==> src/core/slt_pkg.sv <==
// Constants, codes and PN helpers for the link test pattern generator.
// Assumes a Wishbone slave with registers at word index times four.
package slt_pkg;

  // Register indices; byte address is four times the index
  localparam logic [13:0] IX_CFG = 14'h0000;
  localparam logic [13:0] IX_UP_FIRST = 14'h0551;
  localparam logic [13:0] IX_UP_LAST = 14'h0558;
  localparam logic [13:0] IX_TPL = 14'h0571;
  localparam logic [13:0] IX_SYNC = 14'h0572;
  localparam logic [13:0] IX_MODE = 14'h0573;
  localparam logic [13:0] IX_DLL = 14'h0574;

  localparam logic [7:0] REG_RESET = 8'h00;
  localparam logic [7:0] SOFT_RESET_CMD = 8'h81;

  // Field positions
  localparam int TPL_EN_BIT = 5;
  localparam int MODE_LSB = 0;
  localparam int POINT_LSB = 4;
  localparam int DLL_LSB = 0;

  // Word shapes
  localparam logic [15:0] CHK_WORD = 16'h5555;
  localparam logic [15:0] CHK_ALT = 16'haaaa;
  localparam logic [15:0] TOG_ONES = 16'hffff;
  localparam logic [15:0] MASK_PHY = 16'h03ff;
  localparam logic [15:0] MASK_SCR = 16'h00ff;
  localparam logic [4:0] W_SAMPLE = 5'h10;
  localparam logic [4:0] W_PHY = 5'h0a;
  localparam logic [4:0] W_SCR = 5'h08;
  localparam logic [1:0] LAST_USER = 2'h3;

  // Seeds
  localparam logic [30:0] SEED_31 = 31'h0003afff;
  localparam logic [30:0] SEED_23 = 31'h00003aff;
  localparam logic [30:0] SEED_15 = 31'h000003af;
  localparam logic [30:0] SEED_9 = 31'h00000092;
  localparam logic [30:0] SEED_7 = 31'h00000007;

  typedef enum logic [3:0] {
    M_OFF = 4'h0,
    M_CHK = 4'h1,
    M_TOG = 4'h2,
    M_PRBS_THIRTY_ONE = 4'h3,
    M_PRBS_TWENTY_THREE = 4'h4,
    M_PRBS_FIFTEEN = 4'h5,
    M_PRBS_NINE = 4'h6,
    M_PRBS_SEVEN = 4'h7,
    M_RAMP = 4'h8,
    M_UREP = 4'he,
    M_USGL = 4'hf
  } slt_mode_t;

  typedef enum logic [1:0] {
    P_SAMPLE = 2'h0,
    P_PHY = 2'h1,
    P_SCR = 2'h2
  } slt_point_t;

  function automatic logic [30:0] pn_seed(input logic [3:0] md);
    case (md)
      M_PRBS_THIRTY_ONE: pn_seed = SEED_31;
      M_PRBS_TWENTY_THREE: pn_seed = SEED_23;
      M_PRBS_FIFTEEN: pn_seed = SEED_15;
      M_PRBS_NINE: pn_seed = SEED_9;
      M_PRBS_SEVEN: pn_seed = SEED_7;
      default: pn_seed = 31'h0;
    endcase
  endfunction

  // Returns {word, next state}; emits w bits, first bit in the word's MSB
  function automatic logic [46:0] pn_word(input logic [30:0] st, input logic [3:0] md,
                                          input logic [4:0] w);
    logic [30:0] v;
    logic [15:0] wd;
    logic fb;
    int len;
    int tap;
    v = st;
    wd = 16'h0;
    fb = 1'b0;
    len = 31;
    tap = 28;
    case (md)
      M_PRBS_TWENTY_THREE: begin len = 23; tap = 18; end
      M_PRBS_FIFTEEN: begin len = 15; tap = 14; end
      M_PRBS_NINE: begin len = 9; tap = 5; end
      M_PRBS_SEVEN: begin len = 7; tap = 6; end
      default: begin len = 31; tap = 28; end
    endcase
    for (int i = 0; i < 16; i++) begin
      if (i < int'(w)) begin
        fb = v[len-1] ^ v[tap-1];
        v = {v[29:0], fb};
        wd = {wd[14:0], fb};
      end
    end
    for (int j = 0; j < 31; j++) begin
      if (j >= len) v[j] = 1'b0;
    end
    pn_word = {wd, v};
  endfunction

endpackage

==> src/core/slt_pattern_gen.sv <==
// Link test pattern generator with a classic Wishbone register slave.
// Assumes adv_i pulses once per frame, symbol or octet of the chosen point.
// How it works
// Host writes soft reset command when returning mode to zero; it self-clears.
// Sample test bit set: transport samples equal the raw converter samples.
// Four-bit mode field picks the pattern; zero passes normal data.
// Checkerboard alternates 5555/aaaa; toggle alternates 0000/ffff, first word listed first.
// Mode 3 is PN31 with its seed, mode 4 PRBS_TWENTY_THREE with its seed.
// Modes 5, 6, 7 are PN15, PN9 and PN7 with their seeds.
// Ramp adds one per word, wraps at 2^16, trimmed to point width.
// Repeat user mode cycles user patterns one to four forever.
// Single user mode sends patterns one to four once, then zeros.
// Two-bit point field injects at sample, 10-bit or 8-bit input.
// Sample point: same word on all converters and samples, one step per frame.
// 10-bit point: one step per symbol, ten-bit words, user bits 15:6.
// 8-bit point: one step per octet, eight-bit words, user bits 15:9.
// Three-bit link layer test field is held and driven to the link layer.
// Host disables sync request input through the sync register before link tests.
// Each mode change reloads PN seeds so the first word repeats.
module slt_pattern_gen (
  // Clock and reset
  input wire logic clk_i,
  input wire logic rst_i,
  // Wishbone slave
  input wire logic cyc_i,
  input wire logic stb_i,
  input wire logic we_i,
  input wire logic [15:0] adr_i,
  input wire logic [3:0] sel_i,
  input wire logic [31:0] dat_i,
  output logic [31:0] dat_o,
  output logic ack_o,
  // Data path
  input wire logic adv_i,
  input wire logic [63:0] frame_i,
  input wire logic [9:0] phy_i,
  input wire logic [7:0] scr_i,
  output logic [63:0] frame_o,
  output logic [9:0] phy_o,
  output logic [7:0] scr_o,
  // Link side controls
  output logic tpl_test_o,
  output logic [7:0] sync_ctl_o,
  output logic [2:0] dll_mode_o
);

  typedef struct packed {
    logic ack;
    logic [7:0] rdat;
    logic srst;
    logic [7:0] tpl;
    logic [7:0] sync;
    logic [7:0] mode;
    logic [7:0] dll;
    logic [63:0] up;
    logic [3:0] mode_q;
    logic phase;
    logic [15:0] ramp;
    logic [1:0] uidx;
    logic udone;
    logic [30:0] lfsr;
    logic [63:0] fo;
    logic [9:0] po;
    logic [7:0] so;
  } slt_state_t;

  slt_state_t s;
  slt_state_t n;
  logic [13:0] idx;
  logic [7:0] rd;
  logic [3:0] md;
  logic [1:0] pt;
  logic act;
  logic reload;
  logic [4:0] w;
  logic [15:0] pw;
  logic [15:0] u;
  logic [46:0] pn_res;
  logic [2:0] ub;

  assign idx = adr_i[15:2];
  assign md = s.mode[slt_pkg::MODE_LSB+:4];
  assign pt = s.mode[slt_pkg::POINT_LSB+:2];
  assign act = (md != slt_pkg::M_OFF) && (pt != 2'h3);
  assign reload = (md != s.mode_q) || s.srst;
  assign ub = 3'(idx - slt_pkg::IX_UP_FIRST);

  always_comb begin
    case (pt)
      slt_pkg::P_SAMPLE: w = slt_pkg::W_SAMPLE;
      slt_pkg::P_PHY: w = slt_pkg::W_PHY;
      default: w = slt_pkg::W_SCR;
    endcase
  end

  // Register read mux; command register has no read entry, so it reads zero
  always_comb begin
    rd = 8'h00;
    if (idx >= slt_pkg::IX_UP_FIRST && idx <= slt_pkg::IX_UP_LAST) begin
      rd = s.up[{ub, 3'h0}+:8];
    end else begin
      case (idx)
        slt_pkg::IX_TPL: rd = s.tpl;
        slt_pkg::IX_SYNC: rd = s.sync;
        slt_pkg::IX_MODE: rd = s.mode;
        slt_pkg::IX_DLL: rd = s.dll;
        default: rd = 8'h00;
      endcase
    end
  end

  // Pattern word, low w bits valid
  always_comb begin
    pn_res = slt_pkg::pn_word(s.lfsr, md, w);
    u = s.up[{s.uidx, 4'h0}+:16];
    case (md)
      slt_pkg::M_CHK: pw = s.phase ? slt_pkg::CHK_ALT : slt_pkg::CHK_WORD;
      slt_pkg::M_TOG: pw = s.phase ? slt_pkg::TOG_ONES : 16'h0000;
      slt_pkg::M_RAMP: pw = s.ramp;
      slt_pkg::M_PRBS_THIRTY_ONE, slt_pkg::M_PRBS_TWENTY_THREE, slt_pkg::M_PRBS_FIFTEEN,
      slt_pkg::M_PRBS_NINE, slt_pkg::M_PRBS_SEVEN: begin
        pw = pn_res[46:31];
      end
      slt_pkg::M_UREP, slt_pkg::M_USGL: begin
        case (pt)
          slt_pkg::P_PHY: pw = {6'h00, u[15:6]};
          slt_pkg::P_SCR: pw = {9'h000, u[15:9]};
          default: pw = u;
        endcase
        if (md == slt_pkg::M_USGL && s.udone) pw = 16'h0000;
      end
      default: pw = 16'h0000;
    endcase
    if (pt == slt_pkg::P_PHY) pw = pw & slt_pkg::MASK_PHY;
    if (pt == slt_pkg::P_SCR) pw = pw & slt_pkg::MASK_SCR;
  end

  always_comb begin
    n = s;
    n.ack = 1'b0;
    n.srst = 1'b0;
    if (cyc_i && stb_i && !s.ack) begin
      n.ack = 1'b1;
      n.rdat = rd;
      if (we_i && sel_i[0]) begin
        if (idx >= slt_pkg::IX_UP_FIRST && idx <= slt_pkg::IX_UP_LAST) begin
          n.up[{ub, 3'h0}+:8] = dat_i[7:0];
        end else begin
          case (idx)
            slt_pkg::IX_CFG: n.srst = (dat_i[7:0] == slt_pkg::SOFT_RESET_CMD);
            slt_pkg::IX_TPL: n.tpl = dat_i[7:0];
            slt_pkg::IX_SYNC: n.sync = dat_i[7:0];
            slt_pkg::IX_MODE: n.mode = dat_i[7:0];
            slt_pkg::IX_DLL: n.dll = dat_i[7:0];
            default: n.rdat = rd;
          endcase
        end
      end
    end
    n.mode_q = md;
    // Reload beats advance so the first word after a change is fixed
    if (reload) begin
      n.phase = 1'b0;
      n.ramp = 16'h0000;
      n.uidx = 2'h0;
      n.udone = 1'b0;
      n.lfsr = slt_pkg::pn_seed(md);
    end else if (act && adv_i) begin
      n.phase = ~s.phase;
      n.ramp = s.ramp + 16'h0001;
      n.uidx = s.uidx + 2'h1;
      // Only single mode latches the end; repeat mode must keep cycling
      if (md == slt_pkg::M_USGL && s.uidx == slt_pkg::LAST_USER) n.udone = 1'b1;
      n.lfsr = pn_res[30:0];
    end
    n.fo = frame_i;
    n.po = phy_i;
    n.so = scr_i;
    if (act && pt == slt_pkg::P_SAMPLE) begin
      n.fo = (adv_i && !reload) ? {4{pw}} : s.fo;
    end
    if (act && pt == slt_pkg::P_PHY) begin
      n.po = (adv_i && !reload) ? pw[9:0] : s.po;
    end
    if (act && pt == slt_pkg::P_SCR) begin
      n.so = (adv_i && !reload) ? pw[7:0] : s.so;
    end
  end

  always_ff @(posedge clk_i) begin
    if (rst_i) begin
      s <= '0;
    end else begin
      s <= n;
    end
  end

  assign ack_o = s.ack;
  assign dat_o = {24'h000000, s.rdat};
  assign frame_o = s.fo;
  assign phy_o = s.po;
  assign scr_o = s.so;
  assign tpl_test_o = s.tpl[slt_pkg::TPL_EN_BIT];
  assign sync_ctl_o = s.sync;
  assign dll_mode_o = s.dll[slt_pkg::DLL_LSB+:3];
endmodule

==> config.mk <==
export PLATFORM = sky130hd
export DESIGN_NAME = slt_pattern_gen
export DESIGN_NICKNAME = d
export VERILOG_FILES = /design/src/core/slt_pkg.sv /design/src/core/slt_pattern_gen.sv
export SDC_FILE = /design/constraint.sdc
export NUM_CORES = 1
export LEC_CHECK = 0
export BUFFER_PORTS_ARGS = -buffer_cell sky130_fd_sc_hd__buf_2
export CAP_MARGIN = 10
export CORE_MARGIN = 4
export CORE_UTILIZATION = 53
export DETAILED_ROUTE_END_ITERATION = 8
export GPL_TIMING_DRIVEN = 0
export HOLD_SLACK_MARGIN = 0.15
export PLACE_DENSITY = 0.78
export SLEW_MARGIN = 20
export SYNTH_ARGS = -nofsm -noshare
export SYNTH_HDL_FRONTEND = slang
export SYNTH_SLANG_ARGS = --single-unit
==> constraint.sdc <==
create_clock -name clk_i -period 5.07 [get_ports clk_i]
set_clock_uncertainty 0.2 [all_clocks]
set_input_delay 1.014 -clock clk_i [delete_from_list [all_inputs] [get_ports clk_i]]
set_output_delay 1.014 -clock clk_i [all_outputs]
set_load 0.05 [all_outputs]
# ---- Yosys cells after proc, flatten, opt, wreduce, memory -nomap -nowiden
# Cells that the tools add are included.
dict set report totals {
  register_bits 243
  out_inout_bits 127
  in_bits 140
  elab_cells 341
}
dict set report classes {
  eq_ne 23
  n_addsub 6
  n_shift 4
  bitwise 21
  n_reduce_logical 29
  order_cmp 51
  n_mux 190
}
# operator count
set op_table {}
lappend op_table {{$mux W31} 18}
lappend op_table {{$ge A6 B32 Y1 const A} 15}
lappend op_table {{$mux W16} 20}
lappend op_table {{$ge A5 B32 Y1 const A} 8}
lappend op_table {{$mux W64} 3}
lappend op_table {{$bmux W1 S5} 32}
lappend op_table {{$ge A4 B32 Y1 const A} 4}
lappend op_table {{$mux W106} 1}
lappend op_table {{$mux W1} 97}
lappend op_table {{$mux W97} 1}
lappend op_table {{$pmux W18 S5} 1}
lappend op_table {{$pmux W16 S5} 1}
lappend op_table {{$bwmux W64} 1}
lappend op_table {{$ge A3 B32 Y1 const A} 2}
lappend op_table {{$lt A32 B7 Y1 const B} 2}
lappend op_table {{$shift A8 B8 Y64 const A} 1}
lappend op_table {{$shiftx A64 B7 Y16} 1}
lappend op_table {{$shiftx A64 B7 Y8} 1}
lappend op_table {{$shiftx A8 B8 Y64} 1}
lappend op_table {{$sub A32 B2 Y32 const B} 2}
lappend op_table {{$eq A14 B11 Y1 const B} 4}
lappend op_table {{$mux W8} 7}
lappend op_table {{$lt A4 B5 Y1 const A} 8}
lappend op_table {{$pmux W5 S4} 2}
lappend op_table {{other kinds (40)} 91}

# ---- Longest topological paths before layout
dict set report depth {
  ltp_word 88
  ltp_mapped 18
  mapped_depth_nobuf 15
}

# ---- Least setup slack after synthesis
# No wires, ideal clock.
dict set report synth_timing {
  path_kind {input to register}
  start {input port adr_i[2]}
  end {register (tool-made name)}
  setup_slack_ns 0.228
  setup_time_ns 0.128
  arrival_ns 4.514
  required_ns 4.742
  path_buffers 4
  stages 13
  cell_sequence {buf_1 clkbuf_1 inv_1 ha_1 xor2_1 inv_1 ha_1 and3_1 clkbuf_1 nand4b_1 clkbuf_1 mux2i_1 nor2_1}
}
# element line_no
set synth_lines {}
lappend synth_lines {{start: declaration} slt_pattern_gen.sv:28} ;# input wire logic [15:0] adr_i,

# ---- Worst setup path in the final report
dict set report layout_timing {
  start {register s (netlist bit md[2])}
  end {register s (netlist bit frame_o[50])}
}
dict set report layout_via {
  elab_chain_len 80
  word_cells_on_any_way 158
  cone_classes {2 x add/sub; 12 x eq/ne; 121 x mux; 14 x bitwise; 9 x reduce/logical}
}
# element line_no
set layout_rtl {}
lappend layout_rtl {{start: declaration} slt_pattern_gen.sv:67} ;# slt_state_t s;
lappend layout_rtl {{start signal: assignment} slt_pattern_gen.sv:194} ;# s <= n;
lappend layout_rtl {{$eq A4 B3 Y1} {slt_pkg.sv:85, slt_pattern_gen.sv:116}}
lappend layout_rtl {{$pmux W5 S4} slt_pkg.sv:85} ;# case (md)
lappend layout_rtl {{$sub A32 B2 Y32} slt_pkg.sv:94} ;# fb = v[len-1] ^ v[tap-1];
lappend layout_rtl {{$bmux W1 S5} slt_pkg.sv:94}
lappend layout_rtl {{$mux W1 (implied by the code) (2 in series)} slt_pkg.sv:94}
lappend layout_rtl {{$xor A1 B1 Y1} slt_pkg.sv:94}
lappend layout_rtl {{$mux W31} slt_pkg.sv:93} ;# if (i < int'(w)) begin
lappend layout_rtl {{$bmux W1 S5} slt_pkg.sv:94}
lappend layout_rtl {{[60 not listed]} -}
lappend layout_rtl {{$mux W1 (implied by the code) (2 in series)} slt_pkg.sv:94}
lappend layout_rtl {{$xor A1 B1 Y1} slt_pkg.sv:94}
lappend layout_rtl {{$mux W16 (3 in series)} slt_pkg.sv:93}
lappend layout_rtl {{$pmux W16 S5} slt_pattern_gen.sv:116} ;# case (md)
lappend layout_rtl {{$mux W16} slt_pattern_gen.sv:134} ;# if (pt == slt_pkg::P_PHY) pw = pw & slt_pkg::MASK_PHY;
lappend layout_rtl {{$mux W16} slt_pattern_gen.sv:135} ;# if (pt == slt_pkg::P_SCR) pw = pw & slt_pkg::MASK_SCR;
lappend layout_rtl {{$mux W64} slt_pattern_gen.sv:180} ;# n.fo = (adv_i && !reload) ? {4{pw}} : s.fo;
lappend layout_rtl {{$mux W64} slt_pattern_gen.sv:179} ;# if (act && pt == slt_pkg::P_SAMPLE) begin
# Parallel ways exist; a longest one is shown, timed or not. The select of a mux whose other input is x is not followed.
# A chain may end at the register's enable or synchronous reset.

==> results.txt <==
syn_area_per_cell -> 8.02 µm²
worst path cell trace -> clkbuf_1 > and4b_1 > o21ai_2 > nor2_1 > a211oi_2 > xnor2_2 > mux4_2 > o21ai_4 > o211ai_1 > a211oi_2 > xor2_1 > a21oi_1 > o21ai_2 > buf_4 > a21oi_1
area growth from synthesis to layout -> 20.4%
sequential-to-total area share from yosys stat -> 29.2%
CP startpoint kind -> flop
Final Hold Vio Count -> 0
clock net sink count -> 243
min-delay worst type -> flop to flop
total grt overflow -> 0
flops & latches, synth -> 243
peak supply drop -> 0.244 mV
Setup Viol. Count Final -> 0
Detailed Place HPWL -> 57.8 mm
Warnings, synthesis -> 0
cell area after synthesis -> 0.0167 mm²
antenna violations before repair -> 2
CTS Root Cell -> clkbuf_16
Storage cell area -> 0.00487 mm²
routability congestion estimate -> 1.10
outcome -> finished, violations left
FMAX -> 198 MHz
Arr. time, crit path -> 5.26 ns
Layout fillers -> 2,555
drt drc -> 1
CTS H-Tree Depth -> 1
Hold-fix buffers, CTS -> 0
IO Count -> 267
failing checks -> design-rule violations
TritonCTS Buffers -> 27
Total GRT Usage -> 43.5%
worst-skew pair later-pin latency -> 0.57 ns
pin count of the biggest net entering global routing -> 15
global-route wire length before repair -> 114 mm
flop2flop setup slack -> 0.02 ns
I/O Buffers -> 212
min Tclk post-route -> 5.05 ns
die area -> 0.0344 mm²
Clock transition at path regs -> 0.07 ns
Die Width -> 185 µm
top_reg_cell synth -> dfxtp_1
Post-Synthesis Cells -> 2,081
MaxCap Viol Count -> 0
total design power -> 0.00464 W
Crit Path Class -> flop to flop
power per cell area -> 231 mW/mm²
post-synthesis async set-or-reset flop share -> 0%
area of the multi-input gates -> 0.0106 mm²
Largest delay share family, worst path -> compound AO/OA/AOI/OAI gates
Yosys cell types -> 98
Die Span Y -> 185 µm
Site Rows -> 64
Slew Limit Fails -> 0
CP Capture Type -> flop
buffers and inverters on the worst path -> 2
Synth area leader -> dfxtp_1
Iteration-0 DRC Markers -> 3,094
drt first pass iters -> 9
Slowest cell on crit path -> and4b_1
Vias/cell -> 6.95
Slew HR -> 30.1%
Worst EP required -> 5.28 ns
Wirelength per Cell -> 28.1 µm
CTS tree -> yes
top cells by area, synth -> dfxtp_1 29%, buf_4 5.7%, mux4_2 5.7%
clock buffer depth -> 3
core footprint -> 0.0308 mm²
RSZ-0062 raised after global routing -> yes
share of cells above drive strength 1 -> 27.1%
layout net count -> 2,531
EDFF count, synth -> 0
crit share post-route -> 99.6%
routed vias -> 19,400
Yosys top cell area share -> 29.2%
vias in the first global route -> 18,400
drt total wl -> 78.5 mm
leakage power figure -> 8.13 nW
Max stage delay on crit path -> 0.73 ns
worst-margin pin slew -> 1.05 ns
setup TNS -> 0 ns
initial core utilization -> 54.1%
antenna viol nets, final -> 0
CP max FO -> 10
## cell usage in the layout, fill, tap and decap left out, types with 23 or more instances in the layout
cell type  instances
mux2i_1           84
a221oi_1          27
clkbuf_16         27
clkbuf_1         125
conb_1            24
buf_4            166
o21ai_0          106
nor2_1           231
a211oi_1          27
a22oi_1           53
o211ai_1          23
a31oi_1           23
o221a_2           31
mux4_2            42
buf_2            223
dfxtp_1          241
nand3_1           76
a21oi_1          164
nor3_1            41
nand2_1          193
## stage by stage
stage	util (%)	instance area (µm²)	instances	hold slack, ns	setup WS [ns]
floorplan	-	16800	2104	0.237	0.228
global route	65.2	20100	2796	0.287	-0.0356
finish	65.2	20100	2796	0.267	0.0185
detailed placement	59.5	18300	2712	0.256	-1.07
CTS	64.0	19700	2778	0.266	-0.0231
global placement	59.5	18300	2712	0.250	-1.36
## worst reg2reg max path, stage by stage, from the launching register on
cell	delay, ns
dfxtp_1	0.45
clkbuf_1	0.54
and4b_1	0.73
o21ai_2	0.28
nor2_1	0.20
a211oi_2	0.07
xnor2_2	0.22
mux4_2	0.57
o21ai_4	0.24
o211ai_1	0.15
a211oi_2	0.34
xor2_1	0.31
a21oi_1	0.19
o21ai_2	0.17
buf_4	0.17
a21oi_1	0.07
## synthesized netlist by cell type, types with 9 or more instances
| cell type | number |
|---|---|
| nor2_1 | 241 |
| nand2_1 | 194 |
| o21a_1 | 21 |
| mux2i_1 | 89 |
| dfxtp_1 | 243 |
| a211oi_1 | 32 |
| buf_4 | 127 |
| and2_1 | 18 |
| o32ai_1 | 9 |
| mux4_2 | 42 |
| clkbuf_1 | 135 |
| a31oi_1 | 26 |
| buf_2 | 21 |
| or3_1 | 13 |
| a22oi_1 | 54 |
| and3_1 | 13 |
| ha_1 | 14 |
| a221oi_1 | 27 |
| nor2b_1 | 11 |
| nand2b_1 | 12 |
| inv_1 | 22 |
| a21oi_1 | 171 |
| mux2_2 | 14 |
| buf_1 | 16 |
| nor3_1 | 46 |
| o22ai_1 | 17 |
| xnor2_1 | 13 |
| xor2_1 | 22 |
| o211ai_1 | 23 |
| nand3_1 | 76 |
| o221a_2 | 31 |
| o21ai_0 | 112 |
## cells by family (layout without fill, tap and decap cells)
kind of cell,after synthesis,in the layout,synth area share [%]
other cells,1,26,0.0225
flops,243,243,29.2
xor+xnor,39,39,2.23
fa+ha+maj,14,14,1.05
compound gates,633,633,26.4
mux,145,145,12.0
simple gates,679,679,18.7
buf+inv,327,621,10.5
## final cells by class
type,count,share of cell area (%)
multi-input cells,1534,52.9
flip-flops and latches,243,24.2
plain buffers,299,8.47
repair buffers,247,6.59
clock buffers,35,3.81
well taps,396,2.47
clock inverters,15,1.02
inverters,25,0.486
diodes,2,0.0249
## path summary, 6_finish.rpt
kind / startpoint / end / cells after the start
worst max-delay path: md[2]$_SDFFE_PP0P_ / frame_o[50]$_SDFFE_PP0P_ / 15
worst min-delay path: flop / flop / 2
worst max register to register: md[2]$_SDFFE_PP0P_ / frame_o[50]$_SDFFE_PP0P_ / 15
worst min register to register: flop / flop / 2
## routing by layer
metal  share of wire, %  up-vias  GRT usage [%]
li1                   -     8104              -
met1                 35     9066           54.0
met2                 43     1812           67.3
met3                 15      460           14.1
met4                7.3        2           23.5
met5               0.12        -              0
## what timing repair did
action,in CTS,in global routing
setup endpoints to repair,117,93
pin swaps,11,12
buffers inserted,16,19
resized for setup,64,64
## power breakdown
part	switching [W]	internal (W)
combinational	0.000345	0.000164
clock	0.000883	0.00128
sequential	0.0000206	0.00194
(Power assumes the default switching activity.)
